$ cat config.mk
export PLATFORM = sky130hd
export DESIGN_NAME = cond_exec_and_hub_op_decode
export DESIGN_NICKNAME = d
export VERILOG_FILES = /design/src/shared/cond_exec_pkg.sv /design/src/core/cond_eval.sv /design/src/core/cond_exec_and_hub_op_decode.sv
export VERILOG_INCLUDE_DIRS = /design/src /design/src/shared
export SDC_FILE = /design/constraint.sdc
export NUM_CORES = 1
export LEC_CHECK = 0
export ABC_AREA = 1
export BUFFER_PORTS_ARGS = -buffer_cell sky130_fd_sc_hd__buf_2
export CORE_AREA = 2 2 115 117
export DETAILED_ROUTE_END_ITERATION = 8
export DIE_AREA = 0 0 117 119
export PLACE_DENSITY = 0.82
export SYNTH_ARGS = -nofsm -noshare
export SYNTH_HDL_FRONTEND = slang
export SYNTH_SLANG_ARGS = --single-unit
$ cat constraint.sdc
create_clock -name ref_clk -period 11.6 [get_ports ref_clk]
set_input_delay 3.48 -clock ref_clk [delete_from_list [all_inputs] [get_ports ref_clk]]
set_output_delay 3.48 -clock ref_clk [all_outputs]
set_load 0.01 [all_outputs]
$ cat src/shared/cond_exec_cfg.svh
// Constants of the condition and hub-operation decoder: field positions,
// opcodes, cycle counts and reset values.
// Assumes a 32-bit instruction word and a 125 MHz core clock.
`ifndef COND_EXEC_CFG_SVH
`define COND_EXEC_CFG_SVH

// Instruction word fields
`define CE_OPC_HI 31
`define CE_OPC_LO 26
`define CE_EFF_Z 25
`define CE_EFF_C 24
`define CE_EFF_R 23
`define CE_EFF_I 22
`define CE_COND_HI 21
`define CE_COND_LO 18
`define CE_DEST_HI 17
`define CE_DEST_LO 9
`define CE_SRC_HI 8
`define CE_SRC_LO 0

// Opcode of the shared resource operation form
`define CE_OPC_HUB 6'h03
// Condition codes with fixed meaning
`define CE_COND_ALWAYS 4'hF
`define CE_COND_NEVER 4'h0

// Cycle counts, whole instruction including the accept cycle
`define CE_EXEC_CYCLES 5'h04
`define CE_NOP_CYCLES 5'h04
`define CE_HUB_MIN 5'h07
`define CE_HUB_MAX 5'h16

// Reset values of the flags
`define CE_CARRY_RST 1'h0
`define CE_ZERO_RST 1'h0

`endif

$ cat src/shared/cond_exec_pkg.sv
// Types of the condition and hub-operation decoder.
// Assumes the constants of cond_exec_cfg.svh for widths and codes.
package cond_exec_pkg;

  // Sequencer states, one-hot
  typedef enum logic [3:0] {
    st_idle = 4'h1,
    st_run  = 4'h2,
    st_skip = 4'h4,
    st_hub  = 4'h8
  } seq_state_t;

  // Hub operation selector values
  typedef enum logic [2:0] {
    clock_config_write  = 3'h0,
    core_identity_query = 3'h1,
    core_launch         = 3'h2,
    core_halt           = 3'h3,
    semaphore_allocate  = 3'h4,
    semaphore_release   = 3'h5,
    semaphore_acquire   = 3'h6,
    semaphore_clear     = 3'h7
  } hub_sel_t;

endpackage

$ cat src/core/cond_eval.sv
// Condition evaluator: a four-entry lookup of the condition field
// indexed by the carry and zero flags.
// Assumes flags and field are stable, same-clock signals.
`timescale 1ns/1ps
module cond_eval (
  input wire logic [3:0] condition_field,
  input wire logic carry,
  input wire logic zero,
  output logic execute
);

  // One product term per table entry
  logic [3:0] hit;

  // Entry k fires when {carry,zero} equals k and its bit is set
  genvar k;
  generate
    for (k = 0; k < 4; k++) begin : g_entry
      assign hit[k] = condition_field[k] & ({carry, zero} == 2'(k));
    end
  endgenerate

  // Any entry hit enables execution
  assign execute = |hit;

endmodule // cond_eval

$ cat src/core/cond_exec_and_hub_op_decode.sv
// Conditional execution sequencer and shared resource operation issue.
// Assumes the register file supplies dest_value and src_value for the
// instruction offered, and the ALU supplies its result and flags in the
// same cycle; the hub arbiter is same-clock logic.
`timescale 1ns/1ps
`include "cond_exec_cfg.svh"

// Summary of operation
// - Execute only when selected flag condition holds
// - False condition: four-cycle no-op, nothing changes
// - Code 1111 always, 0000 never executes
// - 1010 needs zero set, 0101 zero clear
// - 1100 needs carry set, 0011 carry clear
// - 1001 flags equal, 0110 flags differ
// - AND codes 1000, 0100, 0010, 0001
// - OR codes 1110, 1101, 1011, 0111
// - Carry kept unless update requested
// - Hub form decoded by opcode 000011
// - Three-bit selector from source, register or immediate
// - Destination register contents sent as operand
// - Hub result unwritten by default; zero flag
// - Hub instruction takes 7 to 22 cycles
// - All hub operations share one form
// - Update controls follow effect bits field
module cond_exec_and_hub_op_decode #(
  parameter int exec_cycles = `CE_EXEC_CYCLES,
  parameter int hub_min = `CE_HUB_MIN,
  parameter int hub_max = `CE_HUB_MAX
) (
  input wire logic ref_clk,
  input wire logic rst,
  input wire logic instr_valid,
  input wire logic [31:0] instr_word,
  input wire logic [31:0] dest_value,
  input wire logic [31:0] src_value,
  input wire logic [31:0] alu_result,
  input wire logic alu_carry,
  input wire logic alu_zero,
  input wire logic hub_window,
  input wire logic [31:0] hub_result,
  input wire logic hub_carry,
  output logic ready,
  output logic done,
  output logic executed,
  output logic carry_flag,
  output logic zero_flag,
  output logic write_en,
  output logic [8:0] write_addr,
  output logic [31:0] write_data,
  output logic hub_req,
  output logic [2:0] hub_sel,
  output logic [31:0] hub_operand
);

  // Refuse counts the five-bit counter cannot hold
  if (exec_cycles < 2 || exec_cycles > 31 || hub_min < 2 || hub_max < hub_min || hub_max > 31) begin : g_bad
    $error("cond_exec: cycle counts out of range");
  end

  // Field views of the offered instruction
  logic [3:0] cond;
  logic is_hub;
  logic cond_ok;
  logic accept;
  logic [2:0] sel_src;

  assign cond = instr_word[`CE_COND_HI:`CE_COND_LO];
  assign is_hub = instr_word[`CE_OPC_HI:`CE_OPC_LO] == `CE_OPC_HUB;
  assign accept = instr_valid & ready;
  // Immediate selector from the source field, else the named register
  assign sel_src = instr_word[`CE_EFF_I] ? instr_word[2:0] : src_value[2:0];

  // Condition against the flags as left by the previous instruction
  cond_eval u_cond (
    .condition_field(cond),
    .carry(carry_flag),
    .zero(zero_flag),
    .execute(cond_ok)
  );

  // Sequencer and latched instruction state
  cond_exec_pkg::seq_state_t state, next_state;
  logic [4:0] cnt, next_cnt; // Cycles since accept
  logic z_req, next_z_req; // Latched effect bits
  logic c_req, next_c_req;
  logic r_req, next_r_req;
  logic hub_last, next_hub_last; // Current instruction is a hub form
  logic win_seen, next_win_seen; // Hub access window granted
  logic [31:0] res, next_res; // Pending result
  logic res_c, next_res_c; // Pending carry
  logic res_z, next_res_z; // Pending zero
  logic next_ready, next_done, next_executed;
  logic next_carry, next_zero, next_write_en;
  logic [8:0] next_write_addr;
  logic [31:0] next_write_data;
  logic next_hub_req;
  logic [2:0] next_hub_sel;
  logic [31:0] next_hub_operand;
  logic finish;

  // Next-value logic of the whole sequencer
  always_comb begin
    next_state = state;
    next_cnt = cnt;
    next_z_req = z_req;
    next_c_req = c_req;
    next_r_req = r_req;
    next_hub_last = hub_last;
    next_win_seen = win_seen;
    next_res = res;
    next_res_c = res_c;
    next_res_z = res_z;
    next_ready = ready;
    next_done = 1'b0;
    next_executed = executed;
    next_carry = carry_flag;
    next_zero = zero_flag;
    next_write_en = 1'b0;
    next_write_addr = write_addr;
    next_write_data = write_data;
    next_hub_req = hub_req;
    next_hub_sel = hub_sel;
    next_hub_operand = hub_operand;
    finish = 1'b0;
    case (state)
      cond_exec_pkg::st_idle: begin
        // Take an instruction and capture its controls
        if (accept) begin
          next_ready = 1'b0;
          next_cnt = 5'h01;
          next_z_req = instr_word[`CE_EFF_Z];
          next_c_req = instr_word[`CE_EFF_C];
          next_r_req = instr_word[`CE_EFF_R];
          next_hub_last = is_hub;
          next_win_seen = 1'b0;
          next_write_addr = instr_word[`CE_DEST_HI:`CE_DEST_LO];
          next_res = alu_result;
          next_res_c = alu_carry;
          next_res_z = alu_zero;
          if (!cond_ok) begin
            next_state = cond_exec_pkg::st_skip;
          end else if (is_hub) begin
            next_state = cond_exec_pkg::st_hub;
            next_hub_req = 1'b1;
            next_hub_sel = sel_src;
            next_hub_operand = dest_value;
          end else begin
            next_state = cond_exec_pkg::st_run;
          end
        end
      end
      cond_exec_pkg::st_run: begin
        // Executed ordinary instruction: fixed length
        next_cnt = cnt + 5'h01;
        if (cnt == 5'(exec_cycles - 1)) begin
          finish = 1'b1;
          next_executed = 1'b1;
        end
      end
      cond_exec_pkg::st_skip: begin
        // Condition false: same length, no effect
        next_cnt = cnt + 5'h01;
        if (cnt == `CE_NOP_CYCLES - 5'h01) begin
          finish = 1'b1;
          next_executed = 1'b0;
        end
      end
      cond_exec_pkg::st_hub: begin
        // Wait for the access window, then for the least length
        next_cnt = cnt + 5'h01;
        if (hub_window && !win_seen) begin
          next_win_seen = 1'b1;
          next_hub_req = 1'b0;
          next_res = hub_result;
          next_res_c = hub_carry;
          next_res_z = hub_result == 32'h0000_0000;
        end
        if (((win_seen || hub_window) && cnt >= 5'(hub_min - 1)) || cnt == 5'(hub_max - 1)) begin
          finish = 1'b1;
          next_executed = 1'b1;
          next_hub_req = 1'b0;
        end
      end
      default: begin
        next_state = cond_exec_pkg::st_idle;
        next_ready = 1'b1;
      end
    endcase
    // Completion: flags and result written only when executed
    if (finish) begin
      next_state = cond_exec_pkg::st_idle;
      next_ready = 1'b1;
      next_done = 1'b1;
      next_write_data = next_res;
      if (next_executed) begin
        if (c_req) begin
          next_carry = next_res_c;
        end
        if (z_req) begin
          next_zero = next_res_z;
        end
        next_write_en = r_req;
      end
    end
  end

  // Registers of the sequencer
  always_ff @(posedge ref_clk or posedge rst) begin
    if (rst) begin
      state <= cond_exec_pkg::st_idle;
      cnt <= 5'h00;
      z_req <= 1'b0;
      c_req <= 1'b0;
      r_req <= 1'b0;
      hub_last <= 1'b0;
      win_seen <= 1'b0;
      res <= 32'h0000_0000;
      res_c <= 1'b0;
      res_z <= 1'b0;
      ready <= 1'b1;
      done <= 1'b0;
      executed <= 1'b0;
      carry_flag <= `CE_CARRY_RST;
      zero_flag <= `CE_ZERO_RST;
      write_en <= 1'b0;
      write_addr <= 9'h000;
      write_data <= 32'h0000_0000;
      hub_req <= 1'b0;
      hub_sel <= 3'h0;
      hub_operand <= 32'h0000_0000;
    end else begin
      state <= next_state;
      cnt <= next_cnt;
      z_req <= next_z_req;
      c_req <= next_c_req;
      r_req <= next_r_req;
      hub_last <= next_hub_last;
      win_seen <= next_win_seen;
      res <= next_res;
      res_c <= next_res_c;
      res_z <= next_res_z;
      ready <= next_ready;
      done <= next_done;
      executed <= next_executed;
      carry_flag <= next_carry;
      zero_flag <= next_zero;
      write_en <= next_write_en;
      write_addr <= next_write_addr;
      write_data <= next_write_data;
      hub_req <= next_hub_req;
      hub_sel <= next_hub_sel;
      hub_operand <= next_hub_operand;
    end
  end

  // Checker helpers: age of the instruction in flight and its effect bits
  logic [5:0] age;
  logic last_c, last_z;
  always_ff @(posedge ref_clk or posedge rst) begin
    if (rst) begin
      age <= 6'h00;
      last_c <= 1'b0;
      last_z <= 1'b0;
    end else if (accept) begin
      age <= 6'h01;
      last_c <= instr_word[`CE_EFF_C];
      last_z <= instr_word[`CE_EFF_Z];
    end else if (age != 6'h3F) begin
      age <= age + 6'h01;
    end
  end
endmodule // cond_exec_and_hub_op_decode

Word level (Yosys, flattened, before mapping)
Cells that the tools add are included.

Word-level logic and storage cells: 102. Flip-flop bits (word level): 130. Output and inout port bits: 83. Input bits: 167.

Reduce and logical (&&, ||, !) cells: 20. Bitwise gates (word level): 5. Multiplexer cells: 38. Add/sub/neg operators: 1. Order comparisons: 1. Equality and inequality tests: 17.

Operators with widths (number): 32-bit 2-to-1 mux (2); 32-bit one-hot mux with 2 select lines (1); 32-bit zero test (1); 1-bit 2-to-1 mux (20); 4-bit 2-to-1 mux (4); 1-bit one-hot mux with 2 select lines (6); 5-bit one-hot mux with 2 select lines (1); 3-bit AND reduction (3); 2-bit inequality test (second input constant) (4); 4-bit one-hot mux with 2 select lines (1); 6-bit by 2-bit equality test with 1-bit output (second input constant) (1); 3-bit inequality test (second input constant) (2); 2-bit AND reduction (3); 5-bit by 1-bit adder with 5-bit output (second input constant) (1); 1-bit bitwise AND (5); 5-bit by 2-bit equality test with 1-bit output (second input constant) (1); 5-bit equality test (second input constant) (1); 5-bit by 3-bit >= comparator with 1-bit output (second input constant) (1); 5-bit 2-to-1 mux (1); 5-bit AND reduction (1); 2-bit equality test (second input constant) (2); 4-bit by 1-bit equality test with 1-bit output (second input constant) (1); 4-bit by 2-bit equality test with 1-bit output (second input constant) (1); 4-bit by 3-bit equality test with 1-bit output (second input constant) (1); 14 further kinds (17).

Longest topological paths before layout
Depth after elaboration: 7. Depth in mapped cells: 12. Gate-level depth less buffers: 11.

Modules after synthesis
A second synthesis with hierarchy kept.

Cell total of the unflattened synthesis: 608. Area total of the unflattened synthesis: 5529.1 sq um.

By module, submodules not included: cond_exec_and_hub_op_decode (cells an instance 595, seq. area each 3229.3 sq um, area an instance 5477.8 sq um, times used 1); cond_eval (cells an instance 13, seq. area each 0.0 sq um, area an instance 51.3 sq um, times used 1).

Worst setup path after synthesis
No wires, ideal clock.

Path type: input to register. From: input port instr_word[29]. To: register hub_operand[18]. Required time: 11.477 ns. Path buffers: 1. Arrival time: 4.431 ns. Path slack: 7.046 ns. Cell stages on the path: 6. Setup time: 0.123 ns. Cells stage by stage: or2_1 -> nor4_4 -> nand2_4 -> clkbuf_1 -> o21ai_0 -> nand2_1.

Cells in the longest elaborated chain, start to end: 2.

Ends and longest elaborated chain: start, declared (line cond_exec_and_hub_op_decode.sv:33) `input wire logic [31:0] instr_word,`; 6-bit by 2-bit equality test with 1-bit output (no source line); 4-bit AND reduction (no source line); end signal, assigned (line cond_exec_and_hub_op_decode.sv:252) `hub_operand <= next_hub_operand;`; end, declared (line cond_exec_and_hub_op_decode.sv:52) `output logic [31:0] hub_operand`.

No other way between the ends. A chain may end at the register's enable or synchronous reset.

Final worst setup path
From: input port hub_window. To: register carry_flag.

Elaborated cells on any way between the ends: 11. Classes of those cells: 6 x mux; 5 x reduce/logical.

RTL lines: start, declared (line cond_exec_and_hub_op_decode.sv:39) `input wire logic hub_window,`; 1-bit logical AND (line cond_exec_and_hub_op_decode.sv:171) `if (hub_window && !win_seen) begin`; 1-bit 2-to-1 mux (line cond_exec_and_hub_op_decode.sv:171); 1-bit one-hot mux with 2 select lines (line cond_exec_and_hub_op_decode.sv:125) `case (state)`; via next_res_c (line cond_exec_and_hub_op_decode.sv:90) `logic res_c, next_res_c;`; end signal, assigned (line cond_exec_and_hub_op_decode.sv:223) `` carry_flag <= `CE_CARRY_RST; ``; end signal, assigned (line cond_exec_and_hub_op_decode.sv:245) `carry_flag <= next_carry;`; end, declared (line cond_exec_and_hub_op_decode.sv:45) `output logic carry_flag,`.

The timed path passes the listed nets, and every way through them passes these cells.

==> results by group <==
STA
  • Max-Slew Margin vs Limit: 0.410
  • Worst-Margin Slew: 0.884 ns
  • RSZ-0062 raised after global routing: no
  • Final Skew: 0.00664 ns
  • Setup-failing EPs final: 0
  • Sum Neg Setup Slack: 0 ns
  • Final min period: 4.89 ns
  • Worst hold slack: 0.464 ns
  • Setup ws final: 6.71 ns
  • Max Freq: 205 MHz
  • Max Slew Vio Count: 0
  • Final Cycle Share: 0.422
  • Fin. Hold Viols: 0

Cells and area
  • Final Net Count: 977
  • Finished Core Util: 0.566
  • Syn-to-layout area delta: 30.3%
  • Fill cell count: 1180
  • Diode count: 0
  • Fraction of layout cells with a size suffix above 1: 0.352
  • Non-Filler Instances: 995
  • Design area: 0.00729 mm²

Power and ir drop
  • Peak VDD IR: 79.5 µV
  • Comb pwr share: 0.297
  • Reg power frac: 0.398
  • Clock Power Share: 0.305
  • Int Power: 1.12 mW
  • Leakage Power: 4.03 nW
  • P_sw: 573 µW
  • Sw Share: 0.338
  • Pwr dens: 233 mW/mm²
  • Tot Pwr: 1.70 mW

Yosys
  • Most common cell in the synthesized netlist: nand2_1
  • Count of different cell masters after synthesis: 35
  • EDFF count, synth: 0
  • Synth async-reset ratio: 1.00
  • Ys Warns: 0
  • Largest area contributor in the netlist: dfrtp_1
  • Top-area cell type share of the netlist area: 0.573
  • Top FF cell, synth: dfrtp_1
  • Syn Inst Count: 600
  • Top post-synthesis cells by area: dfrtp_1 57%, nand2_1 12%, a22oi_1 4.4%
  • Sequential fraction of the synthesis area: 0.578
  • Mapped Nets: 770
  • Post-Syn Area: 0.00559 mm²
  • Post-synth top cells: 183 x nand2_1, 128 x dfrtp_1, 63 x nor2_1, 33 x a22oi_1, 33 x o21ai_0
  • Mean area per synthesized cell: 9.32 µm²
  • Seq cells post-synth: 129

Floorplanning
  • Die X: 117 µm
  • Initial Util: 0.434
  • Row count: 42
  • Total die area: 0.0139 mm²
  • Die height: 119 µm
  • Top-Level Pins: 250
  • Core Region: 0.0129 mm²

Clocking
  • Post-CTS setup buffers: 0
  • Reg clk slew, reported paths: 0.05 ns
  • Bufs on Longest Clock Path: 2
  • PostCTS Resize Cnt: 0
  • Worst skew pair latency: 0.40 ns
  • Sink Count: 129
  • H-tree Lvls: 4
  • CTS Buf Count: 17
  • Hold Buf Count CTS: 0
  • CTS root buf: clkbuf_16
  • CTS tree: built

Critical path
  • Arrival time worst endpoint: 5.18 ns
  • CP Capture Type: flip-flop
  • Reg2reg start: state[1]
  • Critical setup path kind: input pin to flip-flop
  • Crit-path cells: buf_2 > nand2_1 > nor2_4 > inv_2 > nand2_1 > inv_2 > nand2_1 > nand2_1 > nand3_1 > nand2_1
  • Worst path slowest cell: nor2_4
  • CP startpoint kind: input pin
  • Cell mode on critical path: nand2_1
  • Crit path required time: 11.89 ns
  • CP Launch Point: hub_window
  • Crit Path Max Fanout: 35
  • CP peak stage delay: 0.67 ns
  • R2R setup slack: 9.27 ns

GRT
  • Total GRT Usage: 0.199
  • Vias in the first global route: 4738
  • Total congestion overflow: 0
  • Gr busiest metal: met2
  • Pin count of the biggest net entering global routing: 73
  • Met1 GRT Util: 0.244
  • GR Layer Usage met3: 0.0585
  • First-pass GRT wire length: 21.8 mm
  • Met2 Usage GRT: 0.337
  • Antenna violations before repair: 0

Detailed routing
  • Post-DR vias/cell: 4.85
  • Drt pass-1 iters: 4
  • Drt wl/cell: 13.5 µm
  • Drc violations: 0
  • Routed wire length: 13.4 mm
  • Via count: 4822
  • Antenna Violating Nets Remaining: 0
  • Iteration-0 DRC Markers: 386

Job
  • Max-Cap Viols: 0

Min path
  • Hold crit path type: flip-flop to flip-flop
  • Worst Hold Launch: write_addr[4]

Status
  • Status: complete, no violations

Place
  • Pre-CTS setup slack: 6.29 ns
  • Post-Place Cells: 964
  • Post-DP HPWL: 9.32 mm
  • Post-Place Cell Area: 0.00671 mm²
  • Routability cong.: 0.809
  • IO Port Bufs: 214
-- registers in the layout, summed over array words and instances, names as in the netlist --
| signal | cells |
|---|---|
| hub_req | 1 |
| c_req | 1 |
| write_addr | 9 |
| hub_operand | 32 |
| res_c | 1 |
| res_z | 1 |
| r_req | 1 |
| hub_sel | 3 |
| done | 1 |
| executed | 1 |
| res | 32 |
| carry_flag | 1 |
| write_en | 1 |
| write_data | 32 |
| state | 4 |
| zero_flag | 1 |
| cnt | 5 |
| z_req | 1 |
| win_seen | 1 |
-- per-layer routing --
metal | wire (µm) | part of all wire | up-vias
met4 | 216 | 0.016 | 0
met1 | 5870 | 0.44 | 2246
met3 | 787 | 0.059 | 15
met2 | 6560 | 0.49 | 154
li1 | - | - | 2407
met5 | 0 | 0 | -
-- cell usage in the layout (no fill, tap or decap), types with 2 or more instances in the layout --
cell	n
inv_4	2
inv_2	2
clkinvlp_4	4
a31oi_1	32
clkbuf_16	17
a22oi_1	33
o21ai_0	33
dfrtp_1	128
nand2_2	24
mux2_2	3
nand2_1	183
or2_1	2
inv_1	18
bufinv_16	2
buf_2	214
buf_4	3
nand3_1	8
clkinv_2	4
a21oi_1	11
nor2_4	2
nand4_1	3
clkbuf_8	3
ha_1	3
nor2_1	63
o21ai_1	9
-- power groups by stage --
stage,registers [mW],logic (mW),clock network (mW)
floorplan,0.718,0.289,0
global placement,0.675,0.496,0
detailed placement,0.683,0.510,0
CTS,0.676,0.511,0.529
global route,0.693,0.575,0.553
finish,0.676,0.503,0.517
-- final cells by class --
type                            instances  area (µm²)  share of cell area
Sequential cell                       129        3230               0.443
Multi-Input combinational cell        420        2080               0.285
Timing Repair Buffer                  217        1090               0.150
Clock buffer                           21         470              0.0646
Tap cell                              176         220              0.0302
Clock inverter                         10         110              0.0151
Inverter                               22        87.6              0.0120
-- worst paths after layout --
check / cells after the start / endpoint
setup / recovery: 10 / carry_flag
hold / removal: 2 / write_addr[4]
setup reg to reg: 10 / carry_flag
hold reg to reg: 2 / write_addr[4]
max in group asynchronous: 3 / hub_operand[19]
min in group asynchronous: 2 / write_data[15]
-- kinds of logic after synthesis --
kind of cell,Yosys count,share of synthesized area
buffers and inverters,51,0.0512
muxes,3,0.00604
DFF,129,0.578
AOI/OAI and AO/OA,122,0.134
adders and majority gates,3,0.00671
and+or+nand+nor,291,0.222
xor gates and xnor gates,1,0.00157
-- critical path, delay by kind of cell --
| family | cells | cell delay (ns) |
|---|---|---|
| buf+inv | 3 | 0.45 |
| simple gates | 7 | 1.24 |
No activity file was read; power rests on OpenSTA's default activity.
